==> src/inc/pwm_pkg.sv <==
/*
 * Package for the memory tester: pin widths, timing constants converted to
 * clock cycles, pattern modes and the memory size.
 * Assumes a 40 MHz core clock.
 */
package pwm_pkg;
   localparam int ADDR_W = 12;
   localparam int DATA_W = 18;
   localparam int SEL_W = 4;
   localparam int WORDS = 4096;
   localparam int CLK_PERIOD_PS = 25000;
   // Tester cycle period at 600 kHz, in ns (least spacing between strobes).
   localparam int CYCLE_NS = 1667;
   localparam int CYCLE_CLKS = (CYCLE_NS * 1000 + CLK_PERIOD_PS - 1) / CLK_PERIOD_PS;
   // Start strobe width, in ns.
   localparam int STROBE_NS = 450;
   localparam int STROBE_CLKS = (STROBE_NS * 1000) / CLK_PERIOD_PS;
   // Latest read-done after the strobe edge, in ns.
   localparam int DONE_MAX_NS = 500;
   localparam int DONE_MAX_CLKS = (DONE_MAX_NS * 1000) / CLK_PERIOD_PS;
   // Read-done width bounds, in ns.
   localparam int DONE_MIN_W_NS = 250;
   localparam int DONE_MIN_W_CLKS = (DONE_MIN_W_NS * 1000 + CLK_PERIOD_PS - 1) / CLK_PERIOD_PS;
   localparam int DONE_MAX_W_NS = 450;
   localparam int DONE_MAX_W_CLKS = (DONE_MAX_W_NS * 1000) / CLK_PERIOD_PS;
   // Data hold after the trailing edge of read-done, in ns.
   localparam int HOLD_NS = 150;
   localparam int HOLD_CLKS = (HOLD_NS * 1000 + CLK_PERIOD_PS - 1) / CLK_PERIOD_PS;
   localparam int READ_REPEAT = 7;
   localparam int HAMMER_LOG2 = 10;
   localparam int CNT_W = 12;
   localparam logic [SEL_W-1:0] SEL_ON = 4'hF;
   localparam logic [ADDR_W-1:0] ADDR_LAST = 12'hFFF;
   localparam logic [DATA_W-1:0] ONES = 18'h3FFFF;
   localparam logic [DATA_W-1:0] ZEROS = 18'h00000;

   typedef enum logic [1:0] {
      PWM_PAT_SEQ,
      PWM_PAT_SINGLE,
      PWM_PAT_WORST,
      PWM_PAT_MANUAL
   } pwm_pat_e;
endpackage

==> src/inc/pwm_cyc_if.sv <==
/*
 * Interface between the pattern sequencer and the access-cycle engine.
 * Assumes both ends share core_clk.
 */
`timescale 1ns/1ps
interface pwm_cyc_if;
   logic                      req;
   logic                      ready;
   logic                      is_read;
   logic [pwm_pkg::ADDR_W-1:0] addr;
   logic [pwm_pkg::DATA_W-1:0] wdata;
   logic                      done;
   logic                      fail;
   logic [pwm_pkg::DATA_W-1:0] rdata;

   modport seq (output req, is_read, addr, wdata, input ready, done, fail, rdata);
   modport eng (input req, is_read, addr, wdata, output ready, done, fail, rdata);
endinterface

==> src/hdl/pwm_tester.sv <==
/*
 * Memory tester: runs the sequential, seven-read, single-pass write, manual
 * and worst-case disturb patterns against the memory unit, stopping on the
 * first mismatch.
 * Assumes the memory's open-collector outputs are pulled up externally.
 */
`timescale 1ns/1ps

// Overview of operation
// Read-done must fall within 500 ns.
// Read-done low between 250 and 450 ns.
// Data falls no later than read-done.
// Data held 150 ns past read-done rise.
// Memory stores 4096 words, reads back writes.
// Memory acts only with select 1111.
// Contents survive power removal.
// Seven reads return unchanged data.
// Cycles work at 600 kHz strobe rate.
// Even-line zeros survive odd-line ones writes.
// Sequential: write0, read, write1, read, advance.
// Cycle until mismatch, then stop.
// Seven-read mode reads each value seven times.
// Disturb test runs four swapped groups.
// Single pass writes all addresses once.
// Present 12 address, 18 data bits.
// Outputs open collector, need pull-up.
// One access per strobe, level picks direction.
// Write cycles give no read-done.
module pwm_tester
   import pwm_pkg::*;
(
   input  wire logic                core_clk,     // 40 MHz clock.
   input  wire logic                resetn,       // Async reset, active low.
   input  wire logic                clk_en,       // Freezes state while low.
   input  wire logic                run,          // Start pulse for a test.
   input  wire logic                halt,         // Stop pulse.
   input  wire logic                next_group,   // Advance disturb group.
   input  wire pwm_pkg::pwm_pat_e   pattern,      // Test pattern choice.
   input  wire logic                read_seven,   // Seven reads per value.
   input  wire logic                man_read,     // Manual/single pass: read.
   input  wire logic [ADDR_W-1:0]   man_addr,     // Manual address.
   input  wire logic [DATA_W-1:0]   man_data,     // Manual data.
   input  wire logic [SEL_W-1:0]    sel_code,     // Unit-select code to drive.
   output logic                     active,       // Test running.
   output logic                     error,        // Mismatch seen, sticky.
   output logic [ADDR_W-1:0]        err_addr,     // Address of the mismatch.
   output logic [1:0]               group,        // Disturb group number.
   output logic                     start_pulse,  // Start strobe pin.
   output logic                     wr_n_rd,      // Read/write pin, high read.
   output logic [ADDR_W-1:0]        mem_addr,     // Address pins.
   output logic [DATA_W-1:0]        data_in_bits, // Data-input pins.
   output logic [SEL_W-1:0]         unit_sel,     // Unit-select pins.
   input  wire logic                done_n,       // Read-done pin, pulled up.
   input  wire logic [DATA_W-1:0]   dout_n        // Data pins, pulled up.
);
   typedef enum logic [2:0] {
      PWM_IDLE,
      PWM_ISSUE,
      PWM_WAIT,
      PWM_STOP
   } pwm_state_e;

   // Disturb sub-phases: hammer all, write zeros on one line parity, cycle.
   typedef enum logic [1:0] {
      PWM_WC_HAMMER,
      PWM_WC_CLEAR,
      PWM_WC_CYCLE
   } pwm_wc_e;

   pwm_state_e        state;
   pwm_state_e        next_state;
   pwm_wc_e           wc;
   logic [ADDR_W-1:0] addr;
   logic [2:0]        step;
   logic [2:0]        reads;
   logic [HAMMER_LOG2-1:0] passes;
   pwm_cyc_if         cyc ();

   // Group bit 0 swaps even and odd lines, bit 1 swaps ones and zeros.
   wire              swap_par = group[0];
   wire              swap_val = group[1];
   wire [DATA_W-1:0] hi_val = swap_val ? ZEROS : ONES;
   wire [DATA_W-1:0] lo_val = swap_val ? ONES : ZEROS;
   wire              is_even = (addr[0] == swap_par);
   wire              seq_read = step[0];
   wire [DATA_W-1:0] seq_data = step[1] ? ONES : ZEROS;
   wire [2:0]        reads_need = read_seven ? 3'(READ_REPEAT) : 3'd1;
   wire              addr_end = (addr == ADDR_LAST);

   // Request decode for the current pattern step.
   wire wc_read = (wc == PWM_WC_CYCLE) & is_even;
   // The clear pass writes every word: lo_val on the even line, hi_val again on odd-line words.
   wire [DATA_W-1:0] wc_data = (wc == PWM_WC_HAMMER) ? hi_val
                             : (is_even ? lo_val : hi_val);
   wire next_is_read = (pattern == PWM_PAT_SEQ) ? seq_read
                     : (pattern == PWM_PAT_WORST) ? wc_read
                     : man_read;
   wire [DATA_W-1:0] next_data = (pattern == PWM_PAT_SEQ) ? seq_data
                               : (pattern == PWM_PAT_WORST) ? wc_data
                               : man_data;
   wire [ADDR_W-1:0] next_addr = (pattern == PWM_PAT_MANUAL) ? man_addr : addr;

   assign cyc.req = (state == PWM_ISSUE);
   assign cyc.is_read = next_is_read;
   assign cyc.addr = next_addr;
   assign cyc.wdata = next_data;
   assign unit_sel = sel_code;

   // Sequence step completion decode.
   wire seq_step_last = (step == 3'd3) & (reads == reads_need - 3'd1);
   wire one_shot = (pattern == PWM_PAT_MANUAL) | ((pattern == PWM_PAT_SINGLE) & addr_end);
   wire wc_stay = (wc == PWM_WC_CYCLE) & ~addr_end;

   always_comb begin
      next_state = state;
      unique case (state)
         PWM_IDLE: if (run) next_state = PWM_ISSUE;
         PWM_ISSUE: if (cyc.ready) next_state = PWM_WAIT;
         PWM_WAIT: begin
            if (cyc.done) begin
               if (cyc.fail || halt) next_state = PWM_STOP;
               else if (one_shot) next_state = PWM_STOP;
               else next_state = PWM_ISSUE;
            end
         end
         PWM_STOP: if (run) next_state = PWM_ISSUE;
      endcase
      if (halt && state != PWM_WAIT) next_state = PWM_STOP;
   end

   // Main sequencer state.
   always_ff @(posedge core_clk or negedge resetn) begin
      if (!resetn) begin
         state <= PWM_IDLE;
      end else if (clk_en) begin
         state <= next_state;
      end
   end

   // Error flag and address of the first mismatch.
   always_ff @(posedge core_clk or negedge resetn) begin
      if (!resetn) begin
         error <= 1'b0;
         err_addr <= '0;
      end else if (clk_en) begin
         if (state == PWM_WAIT && cyc.done && cyc.fail) begin
            error <= 1'b1;
            err_addr <= next_addr;
         end else if (run && state != PWM_WAIT) begin
            error <= 1'b0;
         end
      end
   end

   // Pattern position: address, step, read count, disturb phase and group.
   always_ff @(posedge core_clk or negedge resetn) begin
      if (!resetn) begin
         addr <= '0;
         step <= '0;
         reads <= '0;
         passes <= '0;
         wc <= PWM_WC_HAMMER;
         group <= '0;
      end else if (clk_en) begin
         if (state != PWM_WAIT && run) begin
            addr <= '0;
            step <= '0;
            reads <= '0;
            passes <= '0;
            wc <= PWM_WC_HAMMER;
            group <= '0;
         end else if (state != PWM_WAIT && next_group && pattern == PWM_PAT_WORST) begin
            group <= group + 2'd1;
            addr <= '0;
            passes <= '0;
            wc <= PWM_WC_HAMMER;
         end else if (state == PWM_WAIT && cyc.done && !cyc.fail) begin
            unique case (pattern)
               PWM_PAT_SEQ: begin
                  if (seq_read && reads != reads_need - 3'd1) begin
                     reads <= reads + 3'd1;
                  end else begin
                     reads <= '0;
                     step <= seq_step_last ? 3'd0 : step + 3'd1;
                     if (seq_step_last) addr <= addr + 1'b1;
                  end
               end
               PWM_PAT_WORST: begin
                  addr <= addr + 1'b1;
                  if (addr_end) begin
                     unique case (wc)
                        PWM_WC_HAMMER: begin
                           passes <= passes + 1'b1;
                           if (passes == '1) wc <= PWM_WC_CLEAR;
                        end
                        PWM_WC_CLEAR: wc <= PWM_WC_CYCLE;
                        PWM_WC_CYCLE: wc <= PWM_WC_CYCLE;
                     endcase
                  end
               end
               default: addr <= addr + 1'b1;
            endcase
         end
      end
   end

   wire unused_stay = wc_stay;
   assign active = (state == PWM_ISSUE) | (state == PWM_WAIT);

   pwm_cycle u_cycle (
      .core_clk     (core_clk),
      .resetn       (resetn),
      .clk_en       (clk_en),
      .cyc          (cyc.eng),
      .start_pulse  (start_pulse),
      .wr_n_rd      (wr_n_rd),
      .mem_addr     (mem_addr),
      .data_in_bits (data_in_bits),
      .done_n       (done_n),
      .dout_n       (dout_n)
   );
endmodule

==> src/hdl/pwm_cycle.sv <==
/*
 * Access-cycle engine: drives one start strobe per request, with address,
 * data and read/write held across it, and checks read timing and data.
 * Assumes pin inputs are synchronous to core_clk and the pull-ups resolved.
 */
`timescale 1ns/1ps
module pwm_cycle
   import pwm_pkg::*;
(
   input  wire logic              core_clk,    // 40 MHz clock.
   input  wire logic              resetn,      // Async reset, active low.
   input  wire logic              clk_en,      // Freezes state while low.
   pwm_cyc_if.eng                 cyc,         // Request from the sequencer.
   output logic                   start_pulse, // Start strobe to the memory.
   output logic                   wr_n_rd,     // High for read.
   output logic [ADDR_W-1:0]      mem_addr,    // Address pins.
   output logic [DATA_W-1:0]      data_in_bits,// Data pins to the memory.
   input  wire logic              done_n,      // Read-done, active low.
   input  wire logic [DATA_W-1:0] dout_n       // Data outputs, low for one.
);
   logic [CNT_W-1:0] cnt;
   logic [CNT_W-1:0] done_at;
   logic [CNT_W-1:0] rise_at;
   logic             busy;
   logic             seen;
   logic             ended;
   logic             bad;
   logic             done_q;
   logic [DATA_W-1:0] cap;

   wire done_lo = ~done_n;
   wire done_rise = done_q & ~done_lo;
   wire last = (cnt == CNT_W'(CYCLE_CLKS - 1));
   // Data must already be low when read-done falls, and stay low HOLD after it rises.
   wire early_data = done_lo & ~done_q & ((~dout_n) != cyc.wdata);
   wire hold_bad = ended & (cnt < rise_at + CNT_W'(HOLD_CLKS)) & ((~dout_n) != cap);
   wire late_done = cyc.is_read & ~seen & (cnt == CNT_W'(DONE_MAX_CLKS + 1));
   wire width_bad = done_rise & ((cnt - done_at < CNT_W'(DONE_MIN_W_CLKS))
                    | (cnt - done_at > CNT_W'(DONE_MAX_W_CLKS + 1)));
   wire wr_done = ~cyc.is_read & done_lo;

   assign cyc.ready = ~busy;
   assign cyc.rdata = cap;

   // One cycle per request; the strobe spans the first STROBE_CLKS cycles.
   always_ff @(posedge core_clk or negedge resetn) begin
      if (!resetn) begin
         busy <= 1'b0;
         cnt <= '0;
         start_pulse <= 1'b0;
         wr_n_rd <= 1'b0;
         mem_addr <= '0;
         data_in_bits <= '0;
      end else if (clk_en) begin
         if (!busy && cyc.req) begin
            busy <= 1'b1;
            cnt <= '0;
            start_pulse <= 1'b1;
            wr_n_rd <= cyc.is_read;
            mem_addr <= cyc.addr;
            data_in_bits <= cyc.wdata;
         end else if (busy) begin
            cnt <= cnt + 1'b1;
            if (cnt == CNT_W'(STROBE_CLKS - 1)) begin
               start_pulse <= 1'b0;
            end
            if (last) begin
               busy <= 1'b0;
            end
         end
      end
   end

   // Read-side watch: capture data on the falling edge of read-done.
   always_ff @(posedge core_clk or negedge resetn) begin
      if (!resetn) begin
         done_q <= 1'b0;
         seen <= 1'b0;
         ended <= 1'b0;
         bad <= 1'b0;
         done_at <= '0;
         rise_at <= '0;
         cap <= '0;
         cyc.done <= 1'b0;
         cyc.fail <= 1'b0;
      end else if (clk_en) begin
         done_q <= busy & done_lo;
         cyc.done <= 1'b0;
         if (!busy) begin
            seen <= 1'b0;
            ended <= 1'b0;
            bad <= 1'b0;
         end else begin
            if (done_lo && !done_q) begin
               seen <= 1'b1;
               done_at <= cnt;
               cap <= ~dout_n;
            end
            if (done_rise) begin
               ended <= 1'b1;
               rise_at <= cnt;
            end
            if (early_data || hold_bad || late_done || width_bad || wr_done) begin
               bad <= 1'b1;
            end
            if (last) begin
               cyc.done <= 1'b1;
               cyc.fail <= bad | (cyc.is_read & (~seen | (cap != cyc.wdata)));
            end
         end
      end
   end
endmodule

==> config.mk <==
export PLATFORM = sky130hd
export DESIGN_NAME = pwm_tester
export DESIGN_NICKNAME = d
export VERILOG_FILES = /design/src/inc/pwm_pkg.sv /design/src/inc/pwm_cyc_if.sv /design/src/hdl/pwm_tester.sv /design/src/hdl/pwm_cycle.sv
export SDC_FILE = /design/constraint.sdc
export NUM_CORES = 1
export LEC_CHECK = 0
export BUFFER_PORTS_ARGS = -buffer_cell sky130_fd_sc_hd__buf_2
export CAP_MARGIN = 20
export CORE_ASPECT_RATIO = 1.75
export CORE_MARGIN = 4
export CORE_UTILIZATION = 50
export DETAILED_ROUTE_END_ITERATION = 6
export PLACE_DENSITY = 0.71
export SYNTH_ARGS = -nofsm -noshare
export SYNTH_HDL_FRONTEND = slang
export SYNTH_HIERARCHICAL = 1
export SYNTH_SLANG_ARGS = --single-unit
==> constraint.sdc <==
create_clock -name core_clk -period 6.7 [get_ports core_clk]
set_input_delay 0.67 -clock core_clk [delete_from_list [all_inputs] [get_ports core_clk]]
set_output_delay 0.67 -clock core_clk [all_outputs]
set_load 0.1 [all_outputs]
* After elaboration in Yosys (flattened, before gate mapping)
Index checks and enable logic that the tools add are counted.
** Word-level totals
- Register bits :: 141
- Bits of input ports :: 63
- Output and inout port bits :: 52
** Cells by class
- Add/sub/neg operators :: 9
- $lt $le $gt $ge :: 3
- Equality and inequality tests :: 32
- Mux-type cells :: 68
- Bitwise operators :: 24
- Reductions and logical operators :: 51
** Operator list (number)
- $mux 18 :: 7
- $mux 12 :: 9
- $mux 10 :: 6
- $ne 18x18->1 :: 3
- $mux 3 :: 16
- $add 12x1->12 const B :: 2
- $eq 12x5->1 const B :: 2
- $mux 2 :: 10
- $mux 1 :: 18
- $not 18->18 :: 1
- $reduce_and 2->1 :: 8
- $reduce_and 5->1 :: 3
- $and 1x1->1 :: 14
- $add 12x3->12 const B :: 1
- $eq 12x12->1 const B :: 1
- $eq 12x7->1 const B :: 1
- $gt 12x5->1 const B :: 1
- $lt 12x12->1 :: 1
- $lt 12x4->1 const B :: 1
- $reduce_and 3->1 :: 4
- $reduce_and 4->1 :: 3
- $reduce_bool 2->1 :: 6
- $reduce_bool 3->1 :: 4
- $sub 12x12->12 :: 1
- other kinds (29) :: 64

* Depth between registers and ports, before layout
- Depth after elaboration :: 13
- Gate-level depth with buffers :: 13
- Mapped depth without buffers :: 13

* Cells and area by module
The synthesis kept the hierarchy.
** By module, submodules not included
- pwm_cycle :: times used 1, cells each 500, area each 5235.0 sq um, seq. area each 2327.2 sq um
- pwm_tester :: times used 1, cells each 306, area each 2872.8 sq um, seq. area each 1176.1 sq um

* Worst setup path after synthesis
Ideal clock, no wire load.
- Path type :: register -> register
- Start :: register group[0]
- End :: register u_cycle.bad
- Library setup time :: 0.140 ns
- Arrival time :: 3.318 ns
- Setup slack :: 3.242 ns
- Cell stages (with the launch flop) :: 13
- Buffers on the path :: 1
- Period minus slack after synthesis :: 3.458 ns
- Cells stage by stage :: dfrtp_1 -> xor2_1 -> o21ai_0 -> nand3_1 -> a21oi_1 -> clkbuf_1 -> a21o_1 -> xor2_1 -> nand4_1 -> nor3_1 -> a41oi_1 -> a2111oi_2 -> o22ai_1
** Between the ends
- Cells in the longest elaborated chain, start to end :: 13
- Elaborated cells on any way between the ends :: 20
** RTL lines
- from (decl) :: RTL line pwm_tester.sv:47 : output logic [1:0] group,
- from (signal assigned) :: RTL line pwm_tester.sv:173 : group <= group + 2'd1;
- $eq 1x1->1 :: RTL line pwm_tester.sv:84 : wire is_even = (addr[0] == swap_par);
- $mux 18 :: RTL line pwm_tester.sv:94 : : (is_even ? lo_val : hi_val);
- $mux 18 :: RTL line pwm_tester.sv:93 : wire [DATA_W-1:0] wc_data = (wc == PWM_WC_HAMMER) ? hi_val
- $mux 18 :: RTL line pwm_tester.sv:99 : : (pattern == PWM_PAT_WORST) ? wc_data
- $mux 18 :: RTL line pwm_tester.sv:98 : wire [DATA_W-1:0] next_data = (pattern == PWM_PAT_SEQ) ? seq_data
- via cyc.wdata (one bit) :: RTL line pwm_cyc_if.sv:11 : logic [pwm_pkg::DATA_W-1:0] wdata;
- $ne 18x18->1 :: RTL line pwm_cycle.sv:35 : wire early_data = done_lo & ~done_q & ((~dout_n) != cyc.wdata);
- $and 1x1->1 :: RTL line pwm_cycle.sv:35
- $logic_or 1x1->1 (4 in a row) :: RTL line pwm_cycle.sv:103 : if (early_data || hold_bad || late_done || width_bad || wr_done) begin
- $ne 2x2->1 (no line)
- $reduce_and 2->1 (no line)
- to (signal assigned) :: RTL line pwm_cycle.sv:80 : bad <= 1'b0;
- to (signal assigned) :: RTL line pwm_cycle.sv:92 : bad <= 1'b0;
- to (signal assigned) :: RTL line pwm_cycle.sv:104 : bad <= 1'b1;
- to (decl) :: RTL line pwm_cycle.sv:27 : logic bad;
The timed path passes the listed nets, and every way through them passes these cells.
A chain may end at the register's enable or synchronous reset.

* Final worst setup path
Same ends and word-level chain as after synthesis.

==> impl_metrics.ini <==
[grt]
grt_overflow = 0
grtUsageMet2_pct = 39.6
antenna_found_initial = 0
grt_pass1_wl_um = 32100
busiest_layer = met2
grtUsageMet1_pct = 23.6
grt_pass1_vias = 6609
grt_max_degree = 77
grtUsageMet3_pct = 4.65
grt.total_usage_pct = 21.6

[critical_path]
crit_path_start = group[0]
startpoint_type = register
rr_worst_depth = 12
worstReg2RegStart = group[0]
arrival_ns = 3.28
path_delay_family = compound AO/OA/AOI/OAI gates
endpoint = u_cycle/bad
cp.depth = 12
path_buf_inv = 1
end_kind = register
r2r_slack_ns = 3.68
slowest_stage = dfrtp_1
crit_chain = xor2_1 -> or3_1 -> nand3_1 -> a21oi_1 -> buf_4 -> a21o_1 -> xor2_1 -> nand4_1 -> nor3_1 -> a41oi_1 -> a2111oi_2 -> o22ai_1
required_ns = 6.96
r2r_end = u_cycle/bad
worstPathMaxFanout = 18
path_class = register to register
crit_path_max_incr_delay_ns = 0.45
cp_common_cell = xor2_1

[finish]
final_area_um2 = 9370
layout_common_cells = dfrtp_1, buf_2, mux2_2, nand2_1, o21ai_0
diodes = 0
synthToLayoutAreaGrowth_pct = 15.6
multi_input_area_um2 = 4300
nNetsFinal = 998
final_common_cell = dfrtp_1
post-route-util_pct = 59.0
layout-drive-gt1-share_pct = 25.7
fillers = 1384
regArea_um2 = 3500

[pwr]
ir_worst_vdd_uv = 251
finalPower_mw = 4.24
p_leak_nw = 4.52
cellPowerDensity_nw_per_um2 = 452

[yosys]
ys.flop_type = dfrtp_1
synth_area_leaders = dfrtp_1, mux2_2, ha_1, xnor2_1, o21ai_0
yosysWarnings = 6
yosys.area.top_type = dfrtp_1
synth_area_per_cell_um2 = 10.1
synth_top_area_share_pct = 43.2
async_flop_share_pct = 100
syn_nets = 904
netlist_instances = 806
syn_area_um2 = 8110
ys_types = 65
synth-edff-count = 0
synth-seq-cells = 140
ys_seq_area_share_pct = 43.2

[timing]
finalClockSkew_ns = 0.0147
slew_viol_final = 0
rsz0062_at_grt = no
slew_headroom_pct = 31.8
tightest_slew_ns = 1.02
worst_slack_ns = 3.68
timing.final.crit_period_ns = 3.02
hold_viol = 0
timing.setup.tns_ns = 0
fin_crit_sh_pct = 45.0
finalSetupViolations = 0
max_freq_mhz = 331

[job]
maxCapViolations = 0

[clocking]
htree_levels = 4
cts_resized = 0
path_clk_slew_ns = 0.06
root_buffer = clkbuf_16
clock_latency_ns = 0.42
cts_tree = built
clock-sinks = 140
cts_setup_buffers = 0
numCtsBuffers = 17
postCtsHoldBufs = 0
cts_buffer_depth = 2

[floorplanning]
initial_core_util_pct = 51.1
rows = 61
die_area_um2 = 18400
core_um2 = 15900
die_w_um = 104
die_h_um = 176
ios = 115

[min_path]
min_path_type = input port to async pin

[placed_design]
io_buffers = 106
gp_congestion = 0.884
placed_area_um2 = 8750
dpl_worst_slack_ns = 3.39
dp_hpwl_um = 14400

[outcome]
status = complete, no violations

[routing]
drt_iter0_drc = 191
drc = 0
vias = 6346
via_per_inst = 5.76
drtPass1Iterations = 4
ant_nets = 0
post_drt_wl_per_cell_um = 17.5
drt_wl_total_um = 19300
[how the worst min path moves through the flow]
stage | start | endpoint | slack, ns | cells after the start
2_1_floorplan | resetn | addr[0] | 0.37 | 0
3_3_place_gp | error | error | 0.46 | 2
3_5_place_dp | u_cycle/done_at[1] | u_cycle/done_at[1] | 0.47 | 2
4_1_cts | resetn | u_cycle/data_in_bits[14] | 0.29 | 1
5_1_grt | resetn | u_cycle/cyc.rdata[14] | 0.31 | 1
6_report | resetn | u_cycle/cyc.rdata[14] | 0.27 | 1
[Yosys cell counts (7+ instances only)]
library cell  instances
nor3_1                7
a21oi_1              28
or3_1                12
and3_1               10
xor2_1               28
ha_1                 34
nor2_1               26
nand3_1              36
nand4_1              18
xnor2_1              40
inv_1                38
or4_1                 9
o21ai_0              64
clkbuf_1             22
o31ai_1              10
nor4_1                8
nand2_1              75
a21o_1               24
mux2i_1               7
dfrtp_1             140
mux2_2               79
[state kept, by name, summed over array words and instances (netlist names), 10 cells and up]
| name | flops |
|---|---|
| u_cycle/cyc.rdata | 18 |
| passes | 10 |
| err_addr | 12 |
| u_cycle/mem_addr | 12 |
| u_cycle/rise_at | 12 |
| u_cycle/done_at | 12 |
| u_cycle/cnt | 12 |
| addr | 12 |
| u_cycle/data_in_bits | 18 |
[cells by family (layout without fill, tap and decap cells)]
family          count (synthesis)  in the layout  synth area share (%)
buf+inv                        74            181                  3.78
compound gates                175            175                  14.0
mux                            86             86                  11.8
xor+xnor                       68             68                  7.35
flops                         140            140                  43.2
fa+ha+maj                      35             35                  5.49
simple gates                  228            228                  14.4
[routing by layer]
layer  part of all wire [%]  vias to the layer above
li1                       -                     3096
met1                     39                     3042
met2                     54                      148
met3                    3.8                       60
met4                    3.7                        0
met5                      0                        -
[stage by stage]
step,hold WS (ns),instances
detailed placement,0.472,1070
global placement,0.459,1070
global route,0.309,1102
CTS,0.293,1102
floorplan,0.374,806
finish,0.267,1102
[cell type report]
| type | count | share of cell area (%) |
|---|---|---|
| multi-input cells | 592 | 45.9 |
| inverters | 38 | 1.52 |
| well taps | 189 | 2.52 |
| clock buffers | 20 | 4.98 |
| clock inverters | 12 | 1.60 |
| flip-flops and latches | 140 | 37.4 |
| repair buffers | 111 | 6.13 |
[report_power, final]
part / switching, mW / total [mW] / internal (mW)
registers: 0.218 / 1.28 / 1.06
clock network: 0.383 / 0.971 / 0.588
logic: 1.34 / 1.99 / 0.653
No activity file was read; power rests on OpenSTA's default activity.
